--- config.mk ---
export PLATFORM = sky130hd
export DESIGN_NAME = kms_top
export DESIGN_NICKNAME = d
export VERILOG_FILES = /design/src/inc/kms_pkg.sv /design/src/inc/kms_ptr_if.sv /design/src/design/kms_ptr_step.sv /design/src/design/kms_sync.sv /design/src/design/kms_top.sv
export SDC_FILE = /design/constraint.sdc
export NUM_CORES = 2
export LEC_CHECK = 0
export BUFFER_PORTS_ARGS = -buffer_cell sky130_fd_sc_hd__buf_2
export CAP_MARGIN = 20
export CORE_AREA = 2 2 271 273
export CTS_CLUSTER_DIAMETER = 40
export DETAILED_ROUTE_END_ITERATION = 7
export DIE_AREA = 0 0 273 275
export PLACE_DENSITY = 0.66
export RECOVER_POWER = 50
export SYNTH_ARGS = -nofsm -noshare
export SYNTH_HDL_FRONTEND = slang
export SYNTH_SLANG_ARGS = --single-unit
--- constraint.sdc ---
create_clock -name clk_sys_in -period 15.45 [get_ports clk_sys_in]
set_input_delay 3.09 -clock clk_sys_in [delete_from_list [all_inputs] [get_ports clk_sys_in]]
set_output_delay 3.09 -clock clk_sys_in [all_outputs]
set_load 0.005 [all_outputs]
--- src/inc/kms_pkg.sv ---
// Constants and register map of the keypad monitor selector.
package kms_pkg;
    localparam logic [7:0]  KMS_OFS_RUN_SEL    = 8'h00;
    localparam logic [7:0]  KMS_OFS_STOP_SEL   = 8'h04;
    localparam logic [7:0]  KMS_OFS_PERS       = 8'h08;
    localparam logic [7:0]  KMS_OFS_FACTOR     = 8'h0c;
    localparam logic [7:0]  KMS_OFS_DECIMALS   = 8'h10;
    localparam logic [7:0]  KMS_OFS_READOUT    = 8'h14;
    localparam logic [7:0]  KMS_OFS_UNIT       = 8'h18;
    localparam logic [7:0]  KMS_OFS_STATUS     = 8'h1c;

    localparam logic [15:0] KMS_RST_RUN_SEL    = 16'h5321;
    localparam logic [15:0] KMS_RST_STOP_SEL   = 16'h0052;
    localparam logic [15:0] KMS_RST_PERS       = 16'h0001;
    localparam logic [15:0] KMS_RST_FACTOR     = 16'h7530;
    localparam logic [15:0] KMS_RST_DECIMALS   = 16'h0000;
    localparam logic [15:0] KMS_RST_UNIT       = 16'h0000;

    localparam logic [15:0] KMS_FACTOR_MIN     = 16'h0001;
    localparam logic [15:0] KMS_FACTOR_MAX     = 16'hfde8;
    localparam logic [15:0] KMS_DECIMALS_MAX   = 16'h0003;
    localparam logic [15:0] KMS_UNIT_MAX       = 16'h0001;
    localparam logic [3:0]  KMS_DIGIT_MAX      = 4'h7;
    localparam logic [3:0]  KMS_QE_MAX         = 4'h3;
    localparam logic [3:0]  KMS_PTR_MODE_MAX   = 4'h1;

    localparam logic [1:0]  KMS_PTR_RST        = 2'h0;
    localparam int          KMS_SLOTS          = 4;
    localparam int          KMS_DIGIT_W        = 4;
    localparam logic [9:0]  KMS_FACTOR_ONE     = 10'h3e8;
    localparam logic [9:0]  KMS_POW0           = 10'h001;
    localparam logic [9:0]  KMS_POW1           = 10'h00a;
    localparam logic [9:0]  KMS_POW2           = 10'h064;
    localparam logic [9:0]  KMS_POW3           = 10'h3e8;
endpackage

--- src/inc/kms_ptr_if.sv ---
// Carrier between the selector and its pointer stepper.
`timescale 1ns/100ps
interface kms_ptr_if;
    logic [15:0] sel;
    logic [1:0]  cur;
    logic [1:0]  nxt;
    logic        any_nz;
    modport step (input sel, input cur, output nxt, output any_nz);
    modport user (output sel, output cur, input nxt, input any_nz);
endinterface

--- src/design/kms_ptr_step.sv ---
// Finds the next nonzero slot after the current one, wrapping.
`timescale 1ns/100ps
module kms_ptr_step (
    kms_ptr_if.step ptr
);
    logic [kms_pkg::KMS_SLOTS-1:0] nz;

    genvar g;
    generate
        for (g = 0; g < kms_pkg::KMS_SLOTS; g++) begin : g_nz
            assign nz[g] = (ptr.sel[g*kms_pkg::KMS_DIGIT_W +: kms_pkg::KMS_DIGIT_W] != 4'h0);
        end
    endgenerate

    assign ptr.any_nz = |nz;

    always_comb begin
        logic       found;
        logic [1:0] cand;
        found   = 1'b0;
        cand    = ptr.cur;
        ptr.nxt = ptr.cur;
        for (int k = 1; k <= kms_pkg::KMS_SLOTS; k++) begin
            cand = ptr.cur + k[1:0];
            if (!found && nz[cand]) begin
                found   = 1'b1;
                ptr.nxt = cand;
            end
        end
    end
endmodule

--- src/design/kms_sync.sv ---
// Two flip-flop synchroniser for a group of pin levels.
`timescale 1ns/100ps
module kms_sync #(
    parameter int WIDTH = 4
) (
    input  wire logic             clk_in,
    input  wire logic             rst_n_in,
    input  wire logic [WIDTH-1:0] async_in,
    output logic      [WIDTH-1:0] sync_out
);
    logic [WIDTH-1:0] meta_ff;

    always_ff @(posedge clk_in or negedge rst_n_in) begin
        if (!rst_n_in) begin
            meta_ff  <= '0;
            sync_out <= '0;
        end else begin
            meta_ff  <= async_in;
            sync_out <= meta_ff;
        end
    end
endmodule

--- src/design/kms_top.sv ---
// Keypad monitor selector: slot pointer, quick edit, load speed readout, APB registers.
`timescale 1ns/100ps
module kms_top (
    input  wire logic        clk_sys_in,
    input  wire logic        rst_n_in,
    input  wire logic        psel_in,
    input  wire logic        penable_in,
    input  wire logic        pwrite_in,
    input  wire logic [7:0]  paddr_in,
    input  wire logic [31:0] pwdata_in,
    output logic      [31:0] prdata_out,
    output logic             pready_out,
    output logic             pslverr_out,
    input  wire logic        key_shift_in,
    input  wire logic        key_enter_in,
    input  wire logic        running_in,
    input  wire logic        monitor_screen_in,
    input  wire logic        freq_shown_in,
    input  wire logic [15:0] speed_monitor_in,
    output logic      [1:0]  display_slot_out,
    output logic      [2:0]  display_source_out,
    output logic             quick_edit_req_out,
    output logic      [1:0]  quick_edit_target_out,
    output logic      [15:0] load_speed_out,
    output logic      [1:0]  decimal_places_out,
    output logic             speed_unit_rpm_out
);
    logic        rst_meta_ff;
    logic        rst_sync_ff;
    logic [3:0]  pins_s;
    logic        shift_s, enter_s, run_s, mon_s;
    logic        shift_d_ff, enter_d_ff, run_d_ff, mon_d_ff;
    logic        shift_rise, enter_rise, state_evt;
    logic [15:0] run_sel_ff, stop_sel_ff, pers_ff, factor_ff, decimals_ff, unit_ff;
    logic [15:0] readout_ff;
    logic [1:0]  ptr_run_ff, ptr_stop_ff, act_ptr;
    logic [15:0] act_sel;
    logic [3:0]  cur_nib;
    logic [3:0]  qe_target, ptr_mode;
    logic        acc, wr_en, mapped;
    logic [31:0] rd_mux;
    logic [31:0] product_ff;
    logic [41:0] scaled;
    logic [41:0] quotient;
    logic [9:0]  pow_sel;
    logic [15:0] wdata16;

    kms_ptr_if ptr_bus ();

    // Reset is released through two flip-flops; everything else uses the copy.
    always_ff @(posedge clk_sys_in or negedge rst_n_in) begin
        if (!rst_n_in) begin
            rst_meta_ff <= 1'b0;
            rst_sync_ff <= 1'b0;
        end else begin
            rst_meta_ff <= 1'b1;
            rst_sync_ff <= rst_meta_ff;
        end
    end

    kms_sync #(.WIDTH(4)) u_sync (
        .clk_in   (clk_sys_in),
        .rst_n_in (rst_sync_ff),
        .async_in ({key_shift_in, key_enter_in, running_in, monitor_screen_in}),
        .sync_out (pins_s)
    );

    assign shift_s = pins_s[3];
    assign enter_s = pins_s[2];
    assign run_s   = pins_s[1];
    assign mon_s   = pins_s[0];

    always_ff @(posedge clk_sys_in or negedge rst_sync_ff) begin
        if (!rst_sync_ff) begin
            shift_d_ff <= 1'b0;
            enter_d_ff <= 1'b0;
            run_d_ff   <= 1'b0;
            mon_d_ff   <= 1'b0;
        end else begin
            shift_d_ff <= shift_s;
            enter_d_ff <= enter_s;
            run_d_ff   <= run_s;
            mon_d_ff   <= mon_s;
        end
    end

    assign shift_rise = shift_s && !shift_d_ff;
    assign enter_rise = enter_s && !enter_d_ff;
    // Entering the monitoring screen or a run/stop change both count as a screen change.
    assign state_evt  = (mon_s && !mon_d_ff) || (run_s != run_d_ff);

    assign qe_target = pers_ff[3:0];
    assign ptr_mode  = pers_ff[7:4];

    function automatic logic [15:0] clamp_sel(input logic [15:0] v);
        logic [15:0] r;
        r = v;
        for (int i = 0; i < kms_pkg::KMS_SLOTS; i++) begin
            if (v[i*4 +: 4] > kms_pkg::KMS_DIGIT_MAX) begin
                r[i*4 +: 4] = kms_pkg::KMS_DIGIT_MAX;
            end
        end
        return r;
    endfunction

    function automatic logic [15:0] clamp_rng(input logic [15:0] v, input logic [15:0] lo, input logic [15:0] hi);
        logic [15:0] r;
        r = v;
        if (v < lo) begin
            r = lo;
        end else if (v > hi) begin
            r = hi;
        end
        return r;
    endfunction

    // APB slave: one wait state, so each transfer takes setup plus two access cycles.
    assign acc     = psel_in && penable_in;
    assign wr_en   = acc && pready_out && pwrite_in;
    assign wdata16 = pwdata_in[15:0];

    always_comb begin
        mapped = 1'b1;
        rd_mux = 32'h0000_0000;
        unique case (paddr_in)
            kms_pkg::KMS_OFS_RUN_SEL:  rd_mux = {16'h0000, run_sel_ff};
            kms_pkg::KMS_OFS_STOP_SEL: rd_mux = {16'h0000, stop_sel_ff};
            kms_pkg::KMS_OFS_PERS:     rd_mux = {16'h0000, pers_ff};
            kms_pkg::KMS_OFS_FACTOR:   rd_mux = {16'h0000, factor_ff};
            kms_pkg::KMS_OFS_DECIMALS: rd_mux = {16'h0000, decimals_ff};
            kms_pkg::KMS_OFS_READOUT:  rd_mux = {16'h0000, readout_ff};
            kms_pkg::KMS_OFS_UNIT:     rd_mux = {16'h0000, unit_ff};
            kms_pkg::KMS_OFS_STATUS:   rd_mux = {20'h00000, run_s, mon_s, ptr_stop_ff, ptr_run_ff,
                                                 display_slot_out, 1'b0, display_source_out};
            default: mapped = 1'b0;
        endcase
    end

    always_ff @(posedge clk_sys_in or negedge rst_sync_ff) begin
        if (!rst_sync_ff) begin
            pready_out  <= 1'b0;
            pslverr_out <= 1'b0;
            prdata_out  <= 32'h0000_0000;
        end else begin
            pready_out  <= acc && !pready_out;
            pslverr_out <= acc && !pready_out && !mapped;
            if (acc && !pready_out && !pwrite_in) begin
                prdata_out <= rd_mux;
            end
        end
    end

    // Writes are clamped into range so the pointer and the scaler never see an illegal code.
    always_ff @(posedge clk_sys_in or negedge rst_sync_ff) begin
        if (!rst_sync_ff) begin
            run_sel_ff  <= kms_pkg::KMS_RST_RUN_SEL;
            stop_sel_ff <= kms_pkg::KMS_RST_STOP_SEL;
            pers_ff     <= kms_pkg::KMS_RST_PERS;
            factor_ff   <= kms_pkg::KMS_RST_FACTOR;
            decimals_ff <= kms_pkg::KMS_RST_DECIMALS;
            unit_ff     <= kms_pkg::KMS_RST_UNIT;
        end else if (wr_en) begin
            unique case (paddr_in)
                kms_pkg::KMS_OFS_RUN_SEL:  run_sel_ff  <= clamp_sel(wdata16);
                kms_pkg::KMS_OFS_STOP_SEL: stop_sel_ff <= clamp_sel(wdata16);
                kms_pkg::KMS_OFS_PERS: begin
                    pers_ff <= {8'h00,
                                (wdata16[7:4] > kms_pkg::KMS_PTR_MODE_MAX) ? kms_pkg::KMS_PTR_MODE_MAX : wdata16[7:4],
                                (wdata16[3:0] > kms_pkg::KMS_QE_MAX) ? kms_pkg::KMS_QE_MAX : wdata16[3:0]};
                end
                kms_pkg::KMS_OFS_FACTOR:
                    factor_ff <= clamp_rng(wdata16, kms_pkg::KMS_FACTOR_MIN, kms_pkg::KMS_FACTOR_MAX);
                kms_pkg::KMS_OFS_DECIMALS:
                    decimals_ff <= clamp_rng(wdata16, 16'h0000, kms_pkg::KMS_DECIMALS_MAX);
                kms_pkg::KMS_OFS_UNIT:
                    unit_ff <= clamp_rng(wdata16, 16'h0000, kms_pkg::KMS_UNIT_MAX);
                default: ;
            endcase
        end
    end

    assign act_sel = run_s ? run_sel_ff : stop_sel_ff;
    assign act_ptr = run_s ? ptr_run_ff : ptr_stop_ff;
    assign cur_nib = act_sel[{act_ptr, 2'b00} +: 4];

    assign ptr_bus.sel = act_sel;
    assign ptr_bus.cur = act_ptr;

    kms_ptr_step u_step (
        .ptr (ptr_bus.step)
    );

    always_ff @(posedge clk_sys_in or negedge rst_sync_ff) begin
        if (!rst_sync_ff) begin
            ptr_run_ff  <= kms_pkg::KMS_PTR_RST;
            ptr_stop_ff <= kms_pkg::KMS_PTR_RST;
        end else if (state_evt) begin
            if (ptr_mode == kms_pkg::KMS_PTR_MODE_MAX) begin
                if (run_s) begin
                    ptr_run_ff <= kms_pkg::KMS_PTR_RST;
                end else begin
                    ptr_stop_ff <= kms_pkg::KMS_PTR_RST;
                end
            end
        end else if (shift_rise && mon_s && ptr_bus.any_nz) begin
            if (run_s) begin
                ptr_run_ff <= ptr_bus.nxt;
            end else begin
                ptr_stop_ff <= ptr_bus.nxt;
            end
        end
    end

    always_ff @(posedge clk_sys_in or negedge rst_sync_ff) begin
        if (!rst_sync_ff) begin
            display_slot_out   <= kms_pkg::KMS_PTR_RST;
            display_source_out <= 3'h0;
        end else begin
            display_slot_out   <= act_ptr;
            display_source_out <= cur_nib[2:0];
        end
    end

    always_ff @(posedge clk_sys_in or negedge rst_sync_ff) begin
        if (!rst_sync_ff) begin
            quick_edit_req_out    <= 1'b0;
            quick_edit_target_out <= 2'h0;
        end else begin
            quick_edit_req_out    <= enter_rise && mon_s && freq_shown_in && (qe_target != 4'h0);
            quick_edit_target_out <= qe_target[1:0];
        end
    end

    // Two pipeline stages keep the wide multiply and the constant divide apart.
    always_comb begin
        unique case (decimals_ff[1:0])
            2'h0: pow_sel = kms_pkg::KMS_POW0;
            2'h1: pow_sel = kms_pkg::KMS_POW1;
            2'h2: pow_sel = kms_pkg::KMS_POW2;
            2'h3: pow_sel = kms_pkg::KMS_POW3;
        endcase
    end

    assign scaled   = {10'h000, product_ff} * {32'h0000_0000, pow_sel};
    assign quotient = scaled / {32'h0000_0000, kms_pkg::KMS_FACTOR_ONE};

    always_ff @(posedge clk_sys_in or negedge rst_sync_ff) begin
        if (!rst_sync_ff) begin
            product_ff <= 32'h0000_0000;
            readout_ff <= 16'h0000;
        end else begin
            product_ff <= {16'h0000, speed_monitor_in} * {16'h0000, factor_ff};
            // The display has five digits at most, so the readout saturates instead of wrapping.
            readout_ff <= (quotient > 42'h000_0000_ffff) ? 16'hffff : quotient[15:0];
        end
    end

    always_ff @(posedge clk_sys_in or negedge rst_sync_ff) begin
        if (!rst_sync_ff) begin
            load_speed_out     <= 16'h0000;
            decimal_places_out <= 2'h0;
            speed_unit_rpm_out <= 1'b0;
        end else begin
            load_speed_out     <= readout_ff;
            decimal_places_out <= decimals_ff[1:0];
            speed_unit_rpm_out <= unit_ff[0];
        end
    end

    chk_skip_zero: assert property (@(posedge clk_sys_in) disable iff (!rst_sync_ff)
        (shift_rise && mon_s && !state_evt && ptr_bus.any_nz) |=> (cur_nib != 4'h0))
        else $error("pointer landed on a zero slot");

    chk_shift_step: assert property (@(posedge clk_sys_in) disable iff (!rst_sync_ff)
        (shift_rise && mon_s && !state_evt && ptr_bus.any_nz && (cur_nib == 4'h0)) |=>
        (act_ptr != $past(act_ptr)))
        else $error("shift did not leave an empty slot");

    chk_state_split: assert property (@(posedge clk_sys_in) disable iff (!rst_sync_ff)
        (shift_rise && mon_s && !state_evt && run_s) |=> $stable(ptr_stop_ff))
        else $error("run shift moved the stop pointer");

    chk_select_use: assert property (@(posedge clk_sys_in) disable iff (!rst_sync_ff)
        (run_s && $stable(run_s) && $stable(ptr_run_ff)) |->
        (display_source_out == run_sel_ff[{ptr_run_ff, 2'b00} +: 3]) || !$stable(run_sel_ff))
        else $error("display not taken from run selection");

    chk_ptr_reset: assert property (@(posedge clk_sys_in) disable iff (!rst_sync_ff)
        (state_evt && ptr_mode == 4'h1) |=> ##1 (display_slot_out == 2'h0) || !$stable(run_s))
        else $error("pointer not reset on screen change");

    chk_ptr_keep: assert property (@(posedge clk_sys_in) disable iff (!rst_sync_ff)
        (state_evt && ptr_mode == 4'h0) |=> ($stable(ptr_run_ff) && $stable(ptr_stop_ff)))
        else $error("recorded pointer lost on screen change");

    chk_power_on: assert property (@(posedge clk_sys_in)
        $rose(rst_sync_ff) |-> (ptr_run_ff == 2'h0 && ptr_stop_ff == 2'h0))
        else $error("pointers not at ones digit after reset");

    chk_digit_range: assert property (@(posedge clk_sys_in) disable iff (!rst_sync_ff)
        ((run_sel_ff | stop_sel_ff) & 16'h8888) == 16'h0000)
        else $error("selection digit above seven");

    chk_quick_edit: assert property (@(posedge clk_sys_in) disable iff (!rst_sync_ff)
        quick_edit_req_out |-> ($past(enter_rise) && $past(freq_shown_in) && quick_edit_target_out != 2'h0))
        else $error("quick edit without cause");

    chk_factor_range: assert property (@(posedge clk_sys_in) disable iff (!rst_sync_ff)
        (factor_ff >= 16'h0001) && (factor_ff <= 16'hfde8))
        else $error("scale factor out of range");

    chk_dp_range: assert property (@(posedge clk_sys_in) disable iff (!rst_sync_ff)
        decimals_ff <= 16'h0003)
        else $error("decimal places out of range");

    chk_readout_math: assert property (@(posedge clk_sys_in) disable iff (!rst_sync_ff)
        $stable(factor_ff) ##1 (decimals_ff == 16'h0000 && $stable(factor_ff)) ##1 $stable(factor_ff) |->
        (readout_ff == 16'hffff) || (readout_ff == 16'(($past(speed_monitor_in, 2) * $past(factor_ff)) / 1000)))
        else $error("readout does not match speed times factor");

    cov_shift_wrap: cover property (@(posedge clk_sys_in) disable iff (!rst_sync_ff)
        (shift_rise && act_ptr == 2'h3) ##1 (act_ptr == 2'h0));
    cov_quick_edit: cover property (@(posedge clk_sys_in) disable iff (!rst_sync_ff) quick_edit_req_out);
    cov_run_change: cover property (@(posedge clk_sys_in) disable iff (!rst_sync_ff) state_evt && run_s);
    cov_apb_error:  cover property (@(posedge clk_sys_in) disable iff (!rst_sync_ff) pready_out && pslverr_out);
endmodule

==> Word level (Yosys, flattened, before mapping) <==
Cells that the tools add are included.
W data, S select, Z words.
{ "word_totals": {"reg_bits": 215, "inputBits": 66, "elab_cells": 153} }
{ "classes": {"order_cmp": 16, "div_mod_pow": 1, "reduce_logical": 45, "addsub": 3, "bitwise_logic": 1, "multipliers": 2, "muxes": 43, "shift": 1, "eq_ne": 13} }
{ "ops": {"columns": ["cell", "n"], "rows": [
  ["$mux W16", 8],
  ["$pmux W16 S8", 1],
  ["$div A42 B10 Y42 const B", 1],
  ["$gt A42 B16 Y1 const B", 1],
  ["$mul A32 B10 Y42", 1],
  ["$pmux W10 S4", 1],
  ["$eq A8 B5 Y1 const B", 4],
  ["$lt A16 B1 Y1 const B", 2],
  ["$mul A16 B16 Y32", 1],
  ["$mux W2", 15],
  ["$mux W4", 6],
  ["$reduce_bool A4 Y1", 5],
  ["$logic_and A1 B1 Y1", 17],
  ["$eq A8 B4 Y1 const B", 2],
  ["$gt A16 B1 Y1 const B", 1],
  ["$gt A16 B16 Y1 const B", 1],
  ["$gt A16 B2 Y1 const B", 1],
  ["$gt A4 B3 Y1 const B", 4],
  ["$shiftx A16 B5 Y3", 1],
  ["$lt A2 B3 Y1 const B", 4],
  ["$reduce_and A2 Y1", 6],
  ["$logic_not A1 Y1", 9],
  ["$bmux W1 S2", 4],
  ["$eq A8 B3 Y1 const B", 1],
  ["18 further kinds", 28]
]} }

==> Logic depth before layout (Yosys ltp) <==
{ "depth": {"word_depth": 17, "mapped_depth": 115, "mapped_depth_nobuf": 94} }

==> Modules after synthesis <==
From an unflattened synthesis, not the netlist that was laid out.
{ "unflattened": {"hier_cells": 4249, "hier_area_um2": 36177.2} }
{ "modules_own_cells": {"columns": ["mod", "instances", "cells_each", "area_per_inst_um2"], "rows": [
  ["kms_top", 1, 4223, 35855.6],
  ["kms_sync", 1, 8, 200.2],
  ["kms_ptr_step", 1, 18, 121.4]
]} }

==> Worst setup path after synthesis <==
Ideal clock, no wire load.
{ "synth_timing": {"path_type": "flip-flop to flip-flop", "start": "register decimals_ff[0]", "end": "register readout_ff[0]", "setup_time_ps": 103, "stages_incl_launch_ff": 100, "setup_slack_ps": -11628, "arrival_ps": 26975, "path_buffers": 11, "required_ps": 15347, "path_cell_list": "dfrtp_1 -> clkbuf_1 -> clkbuf_1 -> clkbuf_1 -> nand2_1 -> fa_1 -> inv_1 -> fa_1 -> fa_1 -> fa_1 -> inv_1 -> fa_1 -> inv_1 -> ha_1 -> buf_2 -> a21oi_1 -> o21ai_1 -> a221oi_2 -> [... 64 more ...] -> and3_1 -> o211ai_1 -> nor3_2 -> a41oi_4 -> o211ai_1 -> o311a_1 -> o41ai_4 -> nand4b_1 -> a31o_2 -> a211oi_2 -> mux2_2 -> a31o_1 -> a2111oi_1 -> o211ai_1 -> a31oi_2 -> mux2i_1 -> xor2_1 -> o41ai_2"} }
{ "synth_between": {"elab_chain_len": 6, "word_cells_on_any_way": 9, "cone_classes": "mul: 1; div: 1; order compare: 1; eq/ne: 3; mux: 2; reduce/logical: 1"} }
{ "synth_rtl": {"columns": ["element", "line", "text"], "rows": [
  ["start, declared", "kms_top.sv:34", "logic [15:0] run_sel_ff, stop_sel_ff, pers_ff, factor_ff, decimals_ff, unit_ff;"],
  ["start signal, assigned", "kms_top.sv:160", "decimals_ff <= kms_pkg::KMS_RST_DECIMALS;"],
  ["start signal, assigned", "kms_top.sv:174", "decimals_ff <= clamp_rng(wdata16, 16'h0000, kms_pkg::KMS_DECIMALS_MAX);"],
  ["$eq A2 B2 Y1 (tied with other cells)", "kms_top.sv:236", "unique case (decimals_ff[1:0])"],
  ["$pmux W10 S4 *", "kms_top.sv:236", null],
  ["$mul A32 B10 Y42 *", "kms_top.sv:244", "assign scaled = {10'h000, product_ff} * {32'h0000_0000, pow_sel};"],
  ["$div A42 B10 Y42 *", "kms_top.sv:245", "assign quotient = scaled / {32'h0000_0000, kms_pkg::KMS_FACTOR_ONE};"],
  ["$gt A42 B16 Y1", "kms_top.sv:254", "readout_ff <= (quotient > 42'h000_0000_ffff) ? 16'hffff : quotient[15:0];"],
  ["$mux W16 *", "kms_top.sv:254", null],
  ["end signal, assigned", "kms_top.sv:254", null],
  ["end, declared", "kms_top.sv:35", "logic [15:0] readout_ff;"]
]} }
Every way passes the cells marked *; elsewhere a longest branch is shown, timed or not. The select of a mux whose other input is x is not followed.
A chain may end at the register's enable or synchronous reset.

==> Worst setup path after layout <==
Same ends and word-level chain as after synthesis.

==> results.cfg <==
[placement]
dpl_cell_area_um2 = 44900
place_ws_ns = -12.14
hpwl_mm = 90.1
gp_congestion = 0.959
portBuffers = 94

[worst_setup_path]
critical_path_class = register to register
crit_path_top_delay_cell = fa_2
crit_fanout = 7
cp.required_ns = 15.80
r2r_slack_ns = -11.55
cpPeakStageDelay_ns = 0.60
rr_endpoint = readout_ff[0]
arrival_ns = 27.35
reg2reg_depth = 119
reg2reg_from = decimals_ff[0]
critPathLaunchType = register
cpMostUsedCell = buf_4
end_kind = register

[floorplan]
placementRows = 99
dieArea_um2 = 75100
dieWidth_um = 273
die_y_um = 275
coreArea_um2 = 72300
boundaryPins = 127
initial_core_util_pct = 49.3

[logic_synthesis]
yosysSeqAreaShare_pct = 14.0
synth_edf_count = 0
synth_cell_types = 148
yosysTopAreaCellShare_pct = 21.7
ys_ff_latch = 199
synth.avg_cell_area_um2 = 8.53
synthCells = 4181
ys_warn_count = 0
async_flop_share_pct = 100
yosysMostFrequentCell = nand2_1
ys.flop_type = dfrtp_1
synth_top_area_cell = fa_1
synth.top_cells.by_area = fa_1 (22%), dfrtp_1 (13%), ha_1 (7.5%), nand2_1 (5.6%), inv_1 (4.7%)
synth_area_um2 = 35700
synth_commonest_cells = nand2_1 (536), inv_1 (446), fa_1 (387)

[layout]
n_fill_cell = 5449
n_antenna_cell = 0
areaGrowthSynthToFinish_pct = 42.4
stdcell_area_um2 = 50800
fin_nets = 6019
drive_gt1_share_pct = 37.8

[sta]
setup_viol = 16
setup_slack_ns = -11.55
slew_viol_final = 202
fmax_ghz = 0.0370
max_slew.worst_pin.slew_ns = 3.71
rsz0062_at_grt = true
finalCritPeriodShare_pct = 175
finalClockSkew_ns = 0.0214
tns_ns = -101.85
post-route-min-period_ns = 27.00
relSlewSlack_pct = -147
hold_viol_final = 0

[global_routing]
overflow = 0
antenna_found_initial = 2
gr-usage-all-layers_pct = 30.9
grt_pass1_vias = 36800
grt_pass1_wl_mm = 190
grt_max_degree = 74

[hold_path]
whs_path_depth = 0
hp-start = u_sync.meta_ff[1]
holdCritPathClass = register to register
hold_end = u_sync.sync_out[1]

[detailed_routing]
drt_iter0_markers = 2825
drt_pass1_iterations = 6
ant_nets = 0
wl_mm = 120
wire_per_inst_um = 18.9
via_per_inst = 5.79
drc = 0
via_count = 36600

[clock_tree]
cts_buffer_depth = 2
cts_max_level = 4
clk_latency_ns = 0.46
clock-root-buffer = clkbuf_16
cts_sinks = 199
clk_pin_slew_ns = 0.09
cts_made_buffers = 17
cts_tree = built

[pwr]
powerDensity_nw_per_um2 = 35.9
peakVddDrop_uv = 74.9
power.leakage_nw = 24.8
totalPowerFinal_mw = 1.82

[job]
max-cap-violations = 3

[status]
status = finished with violations
violations = capacitance limit, slew limit, setup timing
==> sequential cells by signal, summed over array words and instances (netlist names), 3 cells and up <==
name                count
product_ff             32
decimals_ff            16
factor_ff              16
load_speed_out         16
prdata_out             16
readout_ff             16
run_sel_ff             16
stop_sel_ff            16
unit_ff                16
pers_ff                 8
u_sync.meta_ff          4
u_sync.sync_out         4
display_source_out      3
==> per-stage QoR <==
step           utilization [%]  instances  hold slack [ns]
6_report                  70.2       6323            0.355
5_1_grt                   70.2       6323            0.358
4_1_cts                   68.2       6246            0.357
3_5_place_dp              62.1       6034            0.336
3_3_place_gp              62.1       6034            0.331
2_1_floorplan                -       4196            0.331
==> cells in the final DEF, fill, tap and decap left out, types with 20 or more instances in the layout <==
cell type  instances
buf_4           1128
nand2_1          492
inv_1            437
fa_1             380
nor2_1           204
ha_1             194
dfrtp_1          180
and2_1           159
a21oi_1          151
o21ai_0          119
xnor2_1          115
buf_6             96
buf_2             94
nand3_1           83
a22oi_1           51
nor3_1            49
nor2b_1           43
nand4_1           41
xor2_1            40
o21ai_1           40
o211ai_1          39
and3_1            36
nand2b_1          33
mux2i_1           30
o21bai_1          29
a21o_1            29
nand2_2           28
a21oi_2           28
a31oi_1           26
nor2_2            23
o21a_1            23
a22o_1            23
nor4_1            22
or3_1             20
ha_4              20
==> worst max-delay path, delay by kind of cell, from the launching register on <==
family,cells,cell delay [ns]
adders and majority gates,6,2.87
buffers and inverters,37,5.09
DFF,1,0.51
muxes,3,0.82
AOI/OAI and AO/OA,51,12.13
and+or+nand+nor,18,4.70
xor gates and xnor gates,4,0.72
==> final cells by class <==
class / count / area [µm²] / area share [%]
Sequential cell: 199 / 5010 / 9.85
Clock buffer: 17 / 425 / 0.837
Clock inverter: 15 / 209 / 0.411
Multi-Input combinational cell: 3340 / 31700 / 62.5
Tap cell: 959 / 1200 / 2.36
Inverter: 449 / 1690 / 3.32
Timing Repair Buffer: 1344 / 10500 / 20.7
==> how the worst max path moves through the flow <==
stage | from | to | slack [ns]
global placement | decimals_ff[0] | readout_ff[0] | -11.85
global route | decimals_ff[1] | readout_ff[0] | -12.41
floorplan | decimals_ff[0] | readout_ff[0] | -10.14
detailed placement | decimals_ff[1] | readout_ff[0] | -12.14
CTS | decimals_ff[0] | readout_ff[0] | -10.65
finish | decimals_ff[0] | readout_ff[0] | -11.55
==> cell families (layout without fill, tap and decap cells) <==
logic type / count (synthesis) / count (layout) / synth area share, %
XOR/XNOR: 190 / 190 / 4.85
multiplexers: 74 / 74 / 2.31
adder cells (fa/ha/maj): 608 / 608 / 29.4
AND/OR/NAND/NOR: 1466 / 1466 / 20.7
buffers and inverters: 658 / 1825 / 7.48
flip-flops: 199 / 199 / 14.0
AO/OA/AOI/OAI: 984 / 985 / 21.2
other: 2 / 17 / 0.0210
==> per-layer routing <==
| layer | wire length [µm] | GRT usage, % | part of all wire, % | up-vias |
|---|---|---|---|---|
| li1 | - | - | - | 16900 |
| met1 | 50200 | 40.8 | 42 | 18000 |
| met4 | 3570 | 8.77 | 3.0 | 2 |
| met5 | 13 | 0 | 0.011 | - |
| met3 | 7170 | 3.28 | 6.0 | 290 |
| met2 | 58700 | 53.8 | 49 | 1424 |
==> repair_timing <==
action,CTS,global route
hold buffers,0,0
setup buffers,181,78
resized for setup,428,187
setup endpoints to repair,16,16
hold endpoints to repair,0,0
gates cloned,4,1
pin swaps,226,190
==> where the power goes <==
part / total, mW / switching, mW / internal [mW]
clock network: 0.469 / 0.244 / 0.225
registers: 0.578 / 0.0298 / 0.548
logic: 0.775 / 0.412 / 0.363
No activity file was read; power rests on OpenSTA's default activity.
